$ cat config.mk
export PLATFORM = sky130hd
export DESIGN_NAME = kdz_cmd_exec
export DESIGN_NICKNAME = d
export VERILOG_FILES = /design/src/shared/kdz_pkg.sv /design/src/hdl/kdz_cmd_exec.sv
export SDC_FILE = /design/constraint.sdc
export NUM_CORES = 2
export LEC_CHECK = 0
export BUFFER_PORTS_ARGS = -buffer_cell sky130_fd_sc_hd__buf_2
export CORE_AREA = 2 2 611 613
export DETAILED_ROUTE_END_ITERATION = 7
export DIE_AREA = 0 0 613 615
export GPL_TIMING_DRIVEN = 0
export PLACE_DENSITY = 0.33
export SLEW_MARGIN = 40
export SYNTH_ARGS = -nofsm -noshare
export SYNTH_HDL_FRONTEND = slang
export SYNTH_SLANG_ARGS = --single-unit
export TNS_END_PERCENT = 50
$ cat constraint.sdc
create_clock -name clk -period 4.55 [get_ports clk]
set_input_delay 0 -clock clk [delete_from_list [all_inputs] [get_ports clk]]
set_output_delay 0 -clock clk [all_outputs]
set_load 0.01 [all_outputs]
$ cat src/shared/kdz_pkg.sv
// Constants, register map and state type for the keyed digest and zone lock engine.
package kdz_pkg;
  // Register byte offsets on the AXI4-Lite slave.
  localparam logic [5:0] REG_CMD        = 6'h00;
  localparam logic [5:0] REG_STAT       = 6'h04;
  localparam logic [5:0] REG_LOCK       = 6'h08;
  localparam logic [5:0] REG_CRC        = 6'h0c;
  localparam logic [5:0] REG_RESP       = 6'h10;
  localparam logic [5:0] REG_RESP_LAST  = 6'h2c;
  // Status register field positions.
  localparam int         STAT_BUSY      = 0;
  localparam int         STAT_DONE      = 1;
  localparam int         STAT_VALID     = 2;
  localparam int         STAT_ORIGIN    = 3;
  // Command opcodes.
  localparam logic [7:0] OP_HMAC        = 8'h11;
  localparam logic [7:0] OP_LOCK        = 8'h17;
  // Mode and zone fields of the first parameter byte.
  localparam logic [7:0] MODE_RSV_MASK  = 8'h8b;
  localparam int         MODE_ORIGIN    = 2;
  localparam int         MODE_OTP88     = 4;
  localparam int         MODE_OTP64     = 5;
  localparam int         MODE_SN        = 6;
  localparam logic [7:0] ZONE_RSV_MASK  = 8'h7e;
  localparam int         ZONE_DATA      = 0;
  localparam int         ZONE_FORCE     = 7;
  // Lock byte values and status codes.
  localparam logic [7:0] LOCKED         = 8'hff;
  localparam logic [7:0] UNLOCKED       = 8'h55;
  localparam logic [7:0] STS_OK         = 8'h00;
  localparam logic [7:0] STS_PARSE      = 8'h03;
  localparam logic [7:0] STS_EXEC       = 8'h0f;
  // Zone and CRC constants.
  localparam int         CFG_BYTES      = 88;
  localparam logic [15:0] CRC_POLY      = 16'h8005;
  localparam logic [15:0] CRC_INIT      = 16'h0000;
  // HMAC and SHA-256 padding constants.
  localparam logic [7:0] IPAD           = 8'h36;
  localparam logic [7:0] OPAD           = 8'h5c;
  localparam logic [7:0] PAD_BYTE       = 8'h80;
  localparam int         PAD1_ZERO_BITS = 248;
  localparam int         PAD2_ZERO_BITS = 184;
  localparam logic [63:0] INNER_LEN     = 64'h4c0;
  localparam logic [63:0] OUTER_LEN     = 64'h300;
  localparam logic [2:0] STEP_MSG0      = 3'h1;
  localparam logic [2:0] STEP_MSG1      = 3'h2;
  localparam logic [2:0] STEP_OKEY      = 3'h3;
  localparam logic [2:0] STEP_LAST      = 3'h4;
  // AXI responses.
  localparam logic [1:0] AXI_OKAY       = 2'b00;
  localparam logic [1:0] AXI_SLVERR     = 2'b10;

  typedef enum logic [2:0] {ST_IDLE, ST_SHA_GO, ST_SHA_WAIT, ST_CRC, ST_FINISH} kdz_state_t;
endpackage : kdz_pkg

$ cat src/hdl/kdz_cmd_exec.sv
// Keyed digest and zone lock command engine with its AXI4-Lite register slave.
// What this block does
// - Keyed digest opcode 0x11: mode, two-byte selector, no data, 32-byte answer.
// - Key slot from selector bits 0:3; all 16 selector bits are hashed.
// - The selected slot's key is the HMAC key.
// - Message: zeros, scratch digest, opcode, mode, selector, OTP 8+3, serial bytes.
// - Standard HMAC over SHA-256 with inner, outer digests and padding.
// - Mode bit 2 must match origin flag; bits 7, 3, 1, 0 stay zero.
// - Mode bit 6 includes serial bytes 2-7, otherwise zeros.
// - Mode bit 5 with bit 4 clear includes OTP bytes 0-7.
// - Mode bit 4 includes OTP bytes 0-10 and overrides bit 5.
// - Serial bytes 8, 0 and 1 are never zeroed.
// - Successful lock sets config or data lock byte to 0xFF.
// - Lock of an already locked zone returns an error.
// - Lock first computes CRC-16 of the zone like the packet CRC.
// - Configuration summary covers all 88 configuration bytes.
// - Data lock CRC runs over data zone then OTP zone.
// - Summary mismatch gives an error and leaves the zone unlocked.
// - Lock opcode 0x17; zone bit 0 picks zone; bits 1-6 zero.
// - Zone bit 7 skips the CRC check and locks anyway.
// - Successful lock answers one status byte of zero.
// - Scratch load marks valid; origin flag random, or input in pass-through.
// - Any executed command clears the scratch valid bit unless a scratch load coincides with its start.
//
// Implementation choices: the register addresses and the AXI4-Lite interface to the registers.
`timescale 1ns/1ps
module kdz_cmd_exec
  import kdz_pkg::*;
#(
  parameter int DATA_BYTES = 512,
  parameter int OTP_BYTES  = 64,
  parameter int ZA_W       = $clog2((DATA_BYTES + OTP_BYTES > CFG_BYTES ?
                                     DATA_BYTES + OTP_BYTES : CFG_BYTES) + 1)
) (
  input  wire logic         clk,
  input  wire logic         srst,
  input  wire logic [5:0]   s_axi_awaddr,
  input  wire logic         s_axi_awvalid,
  output logic              s_axi_awready,
  input  wire logic [31:0]  s_axi_wdata,
  input  wire logic [3:0]   s_axi_wstrb,
  input  wire logic         s_axi_wvalid,
  output logic              s_axi_wready,
  output logic [1:0]        s_axi_bresp,
  output logic              s_axi_bvalid,
  input  wire logic         s_axi_bready,
  input  wire logic [5:0]   s_axi_araddr,
  input  wire logic         s_axi_arvalid,
  output logic              s_axi_arready,
  output logic [31:0]       s_axi_rdata,
  output logic [1:0]        s_axi_rresp,
  output logic              s_axi_rvalid,
  input  wire logic         s_axi_rready,
  input  wire logic         scratchLoad,
  input  wire logic [255:0] scratchLoadData,
  input  wire logic         scratchPassThru,
  output logic [3:0]        keySlot,
  input  wire logic [255:0] keySlotData,
  input  wire logic [87:0]  otpBytes,
  input  wire logic [71:0]  serialNum,
  output logic              zoneSel,
  output logic [ZA_W-1:0]   zoneAddr,
  output logic              zoneRd,
  input  wire logic [7:0]   zoneByte,
  output logic              shaStart,
  output logic              shaFromIv,
  output logic [511:0]      shaBlock,
  input  wire logic         shaDone,
  input  wire logic [255:0] shaDigest,
  output logic [7:0]        configLockByte,
  output logic [7:0]        dataLockByte,
  output logic              busy
);

  localparam logic [ZA_W-1:0] CFG_LEN  = ZA_W'(CFG_BYTES);
  localparam logic [ZA_W-1:0] DATA_LEN = ZA_W'(DATA_BYTES + OTP_BYTES);

  kdz_state_t    state_q;
  logic [7:0]    cmdOp_q, cmdMode_q, status_q, errCode_q, cfgLock_q, dataLock_q;
  logic [15:0]   cmdParam2_q, crc_q;
  logic          go_q, done_q, err_q, scratchValid_q, origin_q, bvalid_q, rvalid_q;
  logic          feed_q, shaStart_q;
  logic [1:0]    bresp_q, rresp_q;
  logic [31:0]   rdata_q;
  logic [255:0]  scratch_q, innerHash_q, digest_q;
  logic [511:0]  shaBlock_q;
  logic [2:0]    step_q;
  logic [ZA_W-1:0] addrCnt_q;

  // One CRC-16 byte step, LSB of each byte first, same as the packet CRC.
  function automatic logic [15:0] crcByte(input logic [15:0] c, input logic [7:0] b);
    logic [15:0] r;
    r = c;
    for (int i = 0; i < 8; i++) begin
      r = (b[i] ^ r[15]) ? ((r << 1) ^ CRC_POLY) : (r << 1);
    end
    return r;
  endfunction : crcByte

  // Puts byte 0 of an 11-byte field first in hash order.
  function automatic logic [87:0] otpOrder(input logic [87:0] v);
    logic [87:0] r;
    r = '0;
    for (int i = 0; i < 11; i++) begin
      r[87-8*i -: 8] = v[8*i +: 8];
    end
    return r;
  endfunction : otpOrder

  // Bus handshakes: write address and data are taken together in one edge.
  wire wrTake = s_axi_awvalid & s_axi_wvalid & ~bvalid_q;
  wire rdTake = s_axi_arvalid & ~rvalid_q;
  assign s_axi_awready = wrTake;
  assign s_axi_wready  = wrTake;
  assign s_axi_arready = rdTake;
  assign s_axi_bvalid  = bvalid_q;
  assign s_axi_bresp   = bresp_q;
  assign s_axi_rvalid  = rvalid_q;
  assign s_axi_rresp   = rresp_q;
  assign s_axi_rdata   = rdata_q;

  // Address decode; anything past the last digest word is unmapped.
  wire wrMapped = (s_axi_awaddr[1:0] == 2'b00) && (s_axi_awaddr <= REG_RESP_LAST);
  wire rdMapped = (s_axi_araddr[1:0] == 2'b00) && (s_axi_araddr <= REG_RESP_LAST);
  wire idle     = (state_q == ST_IDLE) && !go_q;
  wire cmdWrite = wrTake && (s_axi_awaddr == REG_CMD) && idle;
  wire [2:0] respIdx = 3'((s_axi_araddr - REG_RESP) >> 2);
  wire [31:0] statWord = {16'h0000, status_q, 4'h0, origin_q, scratchValid_q, done_q, busy};
  wire [31:0] rdWord =
    (s_axi_araddr == REG_CMD)  ? {cmdParam2_q, cmdMode_q, cmdOp_q} :
    (s_axi_araddr == REG_STAT) ? statWord :
    (s_axi_araddr == REG_LOCK) ? {16'h0000, dataLock_q, cfgLock_q} :
    (s_axi_araddr == REG_CRC)  ? {16'h0000, crc_q} :
    (rdMapped)                 ? digest_q[255 - 32*respIdx -: 32] : 32'h0000_0000;

  // Write response and read data channels.
  always_ff @(posedge clk) begin
    if (srst) begin
      bvalid_q <= 1'b0;
      bresp_q  <= AXI_OKAY;
      rvalid_q <= 1'b0;
      rresp_q  <= AXI_OKAY;
      rdata_q  <= '0;
    end else begin
      if (wrTake) begin
        bvalid_q <= 1'b1;
        bresp_q  <= wrMapped ? AXI_OKAY : AXI_SLVERR;
      end else if (s_axi_bready) begin
        bvalid_q <= 1'b0;
      end
      if (rdTake) begin
        rvalid_q <= 1'b1;
        rresp_q  <= rdMapped ? AXI_OKAY : AXI_SLVERR;
        rdata_q  <= rdWord;
      end else if (s_axi_rready) begin
        rvalid_q <= 1'b0;
      end
    end
  end

  // Command register; a write while busy is acknowledged but dropped.
  always_ff @(posedge clk) begin
    if (srst) begin
      cmdOp_q     <= '0;
      cmdMode_q   <= '0;
      cmdParam2_q <= '0;
      go_q        <= 1'b0;
    end else begin
      go_q <= cmdWrite;
      if (cmdWrite && s_axi_wstrb[0]) cmdOp_q <= s_axi_wdata[7:0];
      if (cmdWrite && s_axi_wstrb[1]) cmdMode_q <= s_axi_wdata[15:8];
      if (cmdWrite && s_axi_wstrb[2]) cmdParam2_q[7:0] <= s_axi_wdata[23:16];
      if (cmdWrite && s_axi_wstrb[3]) cmdParam2_q[15:8] <= s_axi_wdata[31:24];
    end
  end

  // Command decode and checks, evaluated in the cycle of the go pulse.
  wire isHmac    = (cmdOp_q == OP_HMAC);
  wire isLock    = (cmdOp_q == OP_LOCK);
  wire zoneData  = cmdMode_q[ZONE_DATA];
  wire zoneForce = cmdMode_q[ZONE_FORCE];
  wire zoneIsLocked = zoneData ? (dataLock_q == LOCKED) : (cfgLock_q == LOCKED);
  wire [ZA_W-1:0] zoneLen = zoneData ? DATA_LEN : CFG_LEN;
  wire crcMatch  = (crc_q == cmdParam2_q);
  wire lockPass  = isLock && !err_q && (zoneForce || crcMatch);

  assign keySlot = cmdParam2_q[3:0];

  // Serial masking; bytes 8, 0 and 1 always pass, the rest follow mode bit 6.
  wire snEn  = cmdMode_q[MODE_SN];
  wire [71:0] snM = serialNum & {8'hff, {48{snEn}}, 16'hffff};
  wire [71:0] snSeq = {snM[71:64], snM[39:32], snM[47:40], snM[55:48], snM[63:56],
                       snM[7:0], snM[15:8], snM[23:16], snM[31:24]};
  // Mode bit 4 takes all 11 OTP bytes.
  wire otpHi = cmdMode_q[MODE_OTP88];
  // Mode bit 5 alone takes the first 8 OTP bytes.
  wire otpLo = cmdMode_q[MODE_OTP64] | otpHi;
  wire [87:0] otpSeq = otpOrder(otpBytes & {{24{otpHi}}, {64{otpLo}}});

  // Message tail in hash order, selector low byte first as on the wire.
  wire [191:0] msgTail = {cmdOp_q, cmdMode_q, cmdParam2_q[7:0], cmdParam2_q[15:8],
                          otpSeq, snSeq};
  // Slot key padded to a full block as HMAC key.
  wire [511:0] keyBlk  = {keySlotData, 256'h0};
  // Inner then outer hash; five compressions, padding and lengths included.
  wire [511:0] blkMux =
    (step_q == '0)        ? keyBlk ^ {64{IPAD}} :
    (step_q == STEP_MSG0) ? {256'h0, scratch_q} :
    (step_q == STEP_MSG1) ? {msgTail, PAD_BYTE, {PAD1_ZERO_BITS{1'b0}}, INNER_LEN} :
    (step_q == STEP_OKEY) ? keyBlk ^ {64{OPAD}} :
                            {innerHash_q, PAD_BYTE, {PAD2_ZERO_BITS{1'b0}}, OUTER_LEN};

  assign shaStart  = shaStart_q;
  assign shaBlock  = shaBlock_q;
  assign shaFromIv = (step_q == '0) || (step_q == STEP_OKEY);
  assign zoneSel   = zoneData;
  assign zoneAddr  = addrCnt_q;
  assign zoneRd    = (state_q == ST_CRC) && (addrCnt_q < zoneLen);
  assign busy      = !idle;
  assign configLockByte = cfgLock_q;
  assign dataLockByte   = dataLock_q;

  // Sequencer: checks on the go pulse, then either hashing or the zone CRC.
  always_ff @(posedge clk) begin
    if (srst) begin
      state_q    <= ST_IDLE;
      err_q      <= 1'b0;
      errCode_q  <= STS_OK;
      step_q     <= '0;
      shaStart_q <= 1'b0;
      shaBlock_q <= '0;
    end else begin
      shaStart_q <= 1'b0;
      case (state_q)
        ST_IDLE: begin
          err_q  <= 1'b0;
          step_q <= '0;
          if (go_q) state_q <= ST_FINISH; // Branches below override this target.
          if (go_q && isHmac) begin
            // Reserved mode bits and origin flag check.
            if ((cmdMode_q & MODE_RSV_MASK) != 8'h00) begin
              {err_q, errCode_q} <= {1'b1, STS_PARSE};
            // No valid scratch digest is an error.
            end else if (!scratchValid_q) begin
              {err_q, errCode_q} <= {1'b1, STS_EXEC};
            end else if (cmdMode_q[MODE_ORIGIN] != origin_q) begin
              {err_q, errCode_q} <= {1'b1, STS_EXEC};
            end else begin
              state_q <= ST_SHA_GO;
            end
          end else if (go_q && isLock) begin
            // Zone reserved bits must be zero.
            if ((cmdMode_q & ZONE_RSV_MASK) != 8'h00) begin
              {err_q, errCode_q} <= {1'b1, STS_PARSE};
            end else if (zoneIsLocked) begin
              {err_q, errCode_q} <= {1'b1, STS_EXEC};
            // Forced lock skips the CRC pass.
            end else if (zoneForce) begin
              state_q <= ST_FINISH;
            end else begin
              state_q <= ST_CRC;
            end
          end else if (go_q) begin
            {err_q, errCode_q} <= {1'b1, STS_PARSE};
          end
        end
        ST_SHA_GO: begin
          shaBlock_q <= blkMux;
          shaStart_q <= 1'b1;
          state_q    <= ST_SHA_WAIT;
        end
        ST_SHA_WAIT: begin
          if (shaDone && !shaStart_q) begin
            step_q  <= step_q + 3'h1;
            state_q <= (step_q == STEP_LAST) ? ST_FINISH : ST_SHA_GO;
          end
        end
        ST_CRC: begin
          if (!zoneRd && !feed_q) state_q <= ST_FINISH;
        end
        ST_FINISH: begin
          state_q <= ST_IDLE;
        end
        default: state_q <= ST_IDLE;
      endcase
    end
  end

  // Hash results: inner digest after the message, answer after the outer block.
  always_ff @(posedge clk) begin
    if (srst) begin
      innerHash_q <= '0;
      digest_q    <= '0;
    end else if (state_q == ST_SHA_WAIT && shaDone && !shaStart_q) begin
      if (step_q == STEP_MSG1) innerHash_q <= shaDigest;
      // The 32-byte answer is the outer digest.
      if (step_q == STEP_LAST) digest_q <= shaDigest;
    end
  end

  // Zone CRC with one-cycle read latency on zoneByte.
  // Data pass walks data zone then OTP zone, contiguous.
  always_ff @(posedge clk) begin
    if (srst) begin
      addrCnt_q <= '0;
      feed_q    <= 1'b0;
      crc_q     <= CRC_INIT;
    end else begin
      feed_q <= zoneRd;
      if (go_q) begin
        addrCnt_q <= '0;
        crc_q     <= CRC_INIT;
      end else begin
        if (zoneRd) addrCnt_q <= addrCnt_q + ZA_W'(1);
        if (feed_q) crc_q <= crcByte(crc_q, zoneByte);
      end
    end
  end

  // Completion: status byte, done flag and lock bytes.
  always_ff @(posedge clk) begin
    if (srst) begin
      status_q   <= STS_OK;
      done_q     <= 1'b0;
      cfgLock_q  <= UNLOCKED;
      dataLock_q <= UNLOCKED;
    end else if (go_q) begin
      done_q <= 1'b0;
    end else if (state_q == ST_FINISH) begin
      done_q <= 1'b1;
      // Mismatch reports an error and leaves the zone unlocked.
      status_q <= err_q ? errCode_q : (isLock && !lockPass) ? STS_EXEC : STS_OK;
      // Lock byte of the chosen zone goes to 0xFF.
      if (lockPass && !zoneData) cfgLock_q <= LOCKED;
      if (lockPass && zoneData) dataLock_q <= LOCKED;
    end
  end

  // Scratch digest; a load in the same cycle as a command start wins over the clear.
  always_ff @(posedge clk) begin
    if (srst) begin
      scratch_q      <= '0;
      scratchValid_q <= 1'b0;
      origin_q       <= 1'b0;
    end else if (scratchLoad) begin
      // Load marks valid; origin is 1 for pass-through input, 0 for random.
      scratch_q      <= scratchLoadData;
      scratchValid_q <= 1'b1;
      origin_q       <= scratchPassThru;
    // Any command consumes the valid bit.
    end else if (go_q) begin
      scratchValid_q <= 1'b0;
    end
  end
endmodule : kdz_cmd_exec

After elaboration in Yosys (flattened, before gate mapping)
Index checks and enable logic that the tools add are counted.
- add/subtract/negate cells: 4
- multiplexer cells: 61
- equal/unequal tests: 21
- reduce and logical (&&, ||, !) cells: 53
- bitwise gates (word level): 27
- order comparisons: 3
- shift-type cells: 1
- operator list (cell ; number):
    $mux W512 ; 4
    $not A256 Y256 ; 2
    $shiftx A287 B33 Y32 ; 1
    $mux W32 ; 5
    $mux W16 ; 8
    $and A88 B88 Y88 ; 1
    $and A72 B72 Y72 ; 1
    $mux W8 ; 9
    $mux W3 ; 13
    $not A3 Y3 ; 8
    $logic_and A1 B1 Y1 ; 21
    $eq A16 B16 Y1 ; 1
    $eq A8 B5 Y1 const B ; 2
    $mux W1 ; 16
    $reduce_bool A8 Y1 ; 2
    $eq A3 B2 Y1 const B ; 4
    $eq A6 B4 Y1 const B ; 2
    $le A6 B6 Y1 const B ; 2
    $logic_not A6 Y1 ; 2
    $pmux W3 S4 ; 1
    $add A10 B1 Y10 const B ; 1
    $lt A10 B10 Y1 ; 1
    $mux W10 ; 1
    $reduce_and A2 Y1 ; 5
    other kinds (28) ; 57
- input bits: 994
- logic and storage cells: 198
- output and inout bits: 588
- register bits: 1407

Depth between registers and ports, before layout
- word-level depth: 16
- depth in mapped cells: 12
- gate-level depth less buffers: 8

Least setup slack after synthesis
Ideal clock, no wire load.
- path kind: flip-flop to flip-flop
- from: register step_q[2]
- to: register shaBlock_q[320], in the netlist shaBlock[320]
- setup slack: 2.441 ns
- period minus slack after synthesis: 2.109 ns
- cell stages (with the launch flop): 12
- path buffers: 5
- data required time: 4.418 ns
- library setup time: 0.132 ns
- arrival: 1.977 ns
- cell sequence: dfxtp_1 -> buf_2 -> inv_1 -> ha_1 -> buf_2 -> o21a_1 -> clkbuf_1 -> or2_1 -> buf_2 -> buf_6 -> a221oi_1 -> nor3_1
- longest elaborated chain between the ends: 5
- elaborated cells on any way between the ends: 8
- classes of those cells: 3 x eq/ne; 4 x mux; 1 x reduce/logical
- RTL lines (what ; line ; RTL):
    start, declared ; kdz_cmd_exec.sv:87 ; logic [2:0] step_q;
    start signal, assigned ; kdz_cmd_exec.sv:274 ; step_q <= step_q + 3'h1;
    $eq A3 B2 Y1 ; kdz_cmd_exec.sv:210 ; (step_q == STEP_OKEY) ? keyBlk ^ {64{OPAD}} :
    $mux W512 ; kdz_cmd_exec.sv:210 ;
    $mux W512 ; kdz_cmd_exec.sv:209 ; (step_q == STEP_MSG1) ? {msgTail, PAD_BYTE, {PAD1_ZERO_BITS{1'b0}}, INNER_LEN} :
    $mux W512 ; kdz_cmd_exec.sv:208 ; (step_q == STEP_MSG0) ? {256'h0, scratch_q} :
    $mux W512 * ; kdz_cmd_exec.sv:207 ; (step_q == '0) ? keyBlk ^ {64{IPAD}} :
    end signal, assigned ; kdz_cmd_exec.sv:268 ; shaBlock_q <= blkMux;
    end, declared ; kdz_cmd_exec.sv:86 ; logic [511:0] shaBlock_q;
Every way passes the cells marked *; elsewhere a longest branch is shown, timed or not.
A chain may end at the register's enable or synchronous reset.

Worst setup path after layout
- from: register step_q[2]
- to: register shaBlock_q[383], in the netlist shaBlock[383]
Same word-level chain as after synthesis.

==> summary.md <==
| Metric | Value |
|---|---|
| Root buf cell | clkbuf_16 |
| Pwr Total | 35600 uW |
| Setup bufs post-CTS | 0 |
| Max capacitance violation total | 0 |
| Register bit count reported by yosys | 1393 |
| Pleak | 0.0371 uW |
| Final wirelength | 505000 um |
| Fin crit share | 98.4% |
| Share of total power in the clock network | 42.6% |
| Drc violations | 0 |
| Critical path required time | 5380 ps |
| Core area | 371000 um^2 |
| Ys async rst share | 0% |
| F_max | 223 MHz |
| Yosys cell types | 73 |
| Clk sinks | 1393 |
| Num CTS Buffers | 185 |
| RSZ-0062 raised after global routing | no |
| Vias in the first global route | 67.3k |
| Via density | 4.48 |
| Grt ovf | 0 |
| Largest net degree at the start of global routing | 15 |
| Clock period minus worst slack | 4480 ps |
| Warnings from Yosys | 0 |
| Placed cell count | 13.4k |
| Post-synth EDFFs | 0 |
| Place WS | 25.6 ps |
| Reg power frac | 37.7% |
| Clock Skews | 64.1 ps |
| Post-synthesis sequential area ratio | 48.0% |
| Fraction of layout instances using a drive strength above 1 | 23.5% |
| Internal power | 24300 uW |
| H-tree depth | 4 |
| Slew @ Worst Pin | 917 ps |
| DR iter-0 viols | 5722 |
| Num rows | 224 |
| Die Y | 615 um |
| Hold Vio Cnt, Final | 0 |
| Worst setup margin | 72.1 ps |
| Cells after Synth | 6823 |
| Gpl congestion | 0.930 |
| Post-route ant nets | 0 |
| Clock Path Buffers | 4 |
| Initial core utilization | 15.7% |
| # port buffers | 1567 |
| Net Sw Frac | 31.8% |
| Via Count | 69.2k |
| IO Pins | 1582 |
| Prevailing post-synth register cell | dfxtp_1 |
| Peak supply drop | 0.287 mV |
| First-pass GRT wire length | 649000 um |
| DP Wirelength | 419000 um |
| Average cell area after synthesis | 8.52 um^2 |
| Pins Over Slew Limit | 0 |
| Non-Filler Instances | 15.4k |
| Skew-Pair Late Insertion Delay | 920 ps |
| Hold crit path type | primary input to register |
| Full die area | 377000 um^2 |
| Worst setup EP type | register |
| Initial antenna violation count | 248 |
| Nets | 11.2k |
| Gate power share | 19.7% |
| Net switching power | 11300 uW |
| Slew HR | 37.1% |
| Post-DR wirelength/cell | 32.7 um |
| Power density cells | 373 nW/um^2 |
| GRT Total Usage | 25.7% |
| CP arrival | 5310 ps |
| Critical path type | register to register |
| Chip width | 613 um |
| Post-Syn Area | 58100 um^2 |
| Top fanout value on the critical path | 10 |
| Critical Path Start Type | register |
| CTS tree | yes |
| Status | finished, final reports clean |
| Final setup viols | 0 |
| Area delta synth->final | 64.3% |
| Pre-antenna DRT Iters | 5 |
| Worst-path clk slew | 60 ps |
flip-flops by register name, summed over array words and instances, names as in the netlist, 2 cells and up:
register / cells
errCode_q: 2
step_q: 3
cmdParam2_q: 16
zoneAddr: 10
digest_q: 256
cmdOp_q: 8
s_axi_rdata: 32
shaBlock: 512
state_q: 3
crc_q: 16
innerHash_q: 256
cmdMode_q: 8
status_q: 2
scratch_q: 256
cells in the final DEF (no fill, tap or decap), types with 96 or more instances in the layout:
master and count:
buf_2 1710, dlygate4sd3_1 1610, dfxtp_1 1393, nand2_1 1265
nor2_1 907, a21oi_1 892, mux2i_1 360, clkbuf_1 342
o21ai_0 221, clkbuf_16 188, a211oi_1 159, nor3_1 131
o221ai_1 111, diode_2 96
layer usage:
metal  GRT usage, %  routed length (um)
met5              0                 419
met1           31.7              210000
met4           11.7               27000
met3           4.88               30700
met2           43.1              237000
area by class of cell:
| type | count | area, um^2 |
|---|---|---|
| clock inverter | 51 | 598 |
| sequential | 1393 | 27900 |
| buffer | 648 | 3390 |
| multi-input combinational | 4772 | 27100 |
| fill | 40890 | 275000 |
| antenna | 96 | 240 |
| clock buffer | 274 | 5420 |
| timing repair buffer | 3208 | 24600 |
| tap | 4972 | 6220 |
| inverter | 18 | 70.1 |
kinds of logic (layout without fill, tap and decap cells):
group / Yosys count / count (layout) / synth area share (%)
buffers and inverters: 666 / 4199 / 5.71
DFF: 1393 / 1393 / 48.0
xor gates and xnor gates: 48 / 48 / 0.825
AOI/OAI and AO/OA: 1771 / 1771 / 19.1
muxes: 426 / 426 / 8.72
adders and majority gates: 8 / 8 / 0.172
and+or+nand+nor: 2509 / 2509 / 17.5
other: 2 / 106 / 0.0129
critical path: stages, from the launching register on:
cell           delay [ps]
dfxtp_1               320
buf_2                 210
inv_1                 290
ha_1                  210
buf_2                 490
o21a_1                200
clkbuf_1              560
or2_1                 180
buf_2                 740
buf_6                 320
a221oi_1              130
dlygate4sd3_1         620
nor3_1                150
through the flow:
step	utilization (%)	hold WS (ps)	setup TNS, ps	area (um^2)
after global routing	25.7	14.5	0	95300
after global placement	19.5	240	-307220	72200
final	25.7	36.5	0	95500
after CTS	25.7	0.231	0	95200
after floorplan	-	136	0	58100
after detailed placement	19.7	243	0	73100
cell usage after synthesis (7+ instances only):
master    number  area [um^2]
mux2i_1      361         3610
dfxtp_1     1393        27900
o22ai_1       10         62.6
nor2b_1        8         50.1
a22oi_2       60          751
and2_1         9         56.3
buf_2        136          681
inv_1         17         63.8
o221ai_1     111          972
o211ai_1      84          631
o21ai_1       19         95.1
a21oi_1      892         4460
buf_4         36          270
xnor2_1       17          149
nor4_1         9         56.3
clkbuf_1     375         1410
o21ai_0      223         1120
nor2_1       908         3410
nand4_1        9         56.3
nand2b_1       7         43.8
nor2_2        64          400
a22oi_1       35          263
a211oi_1     159         1190
a31oi_1       22          138
buf_1         33          124
nor3b_1       19          143
nor3_1       136          681
nand3_1       29          145
a221oi_1      74          648
a221o_1       29          290
nand3b_1      15          113
nand2_1     1267         4760
ha_1           8          100
mux4_2        64         1440
buf_6         68          766
xor2_1        26          228
a22o_1        34          298
power groups by stage:
stage / Sequential [uW] / Combinational, uW / Clock, uW
after floorplan: 13800 / 1970 / 0
after global placement: 13700 / 5640 / 0
after detailed placement: 13700 / 5740 / 0
after CTS: 13400 / 7060 / 15500
after global routing: 13500 / 7390 / 15900
final: 13400 / 7020 / 15200
repair_timing:
action                                   CTS  global route
endpoints found under the setup margin     1            13
hold buffers                            1610             0
gates resized for setup                    1             1
pin swaps                                  0             0
endpoints found under the hold margin   1085             0
final timing paths:
path / start / to / slack (ps) / cells past startpoint
max: step_q[2] / shaBlock[383] / 70 / 12
min: shaDigest[39] / innerHash_q[39] / 40 / 4
max reg2reg: step_q[2] / shaBlock[383] / 70 / 12
min reg2reg: shaBlock[169] / shaBlock[169] / 450 / 2
(Power assumes the default switching activity.)
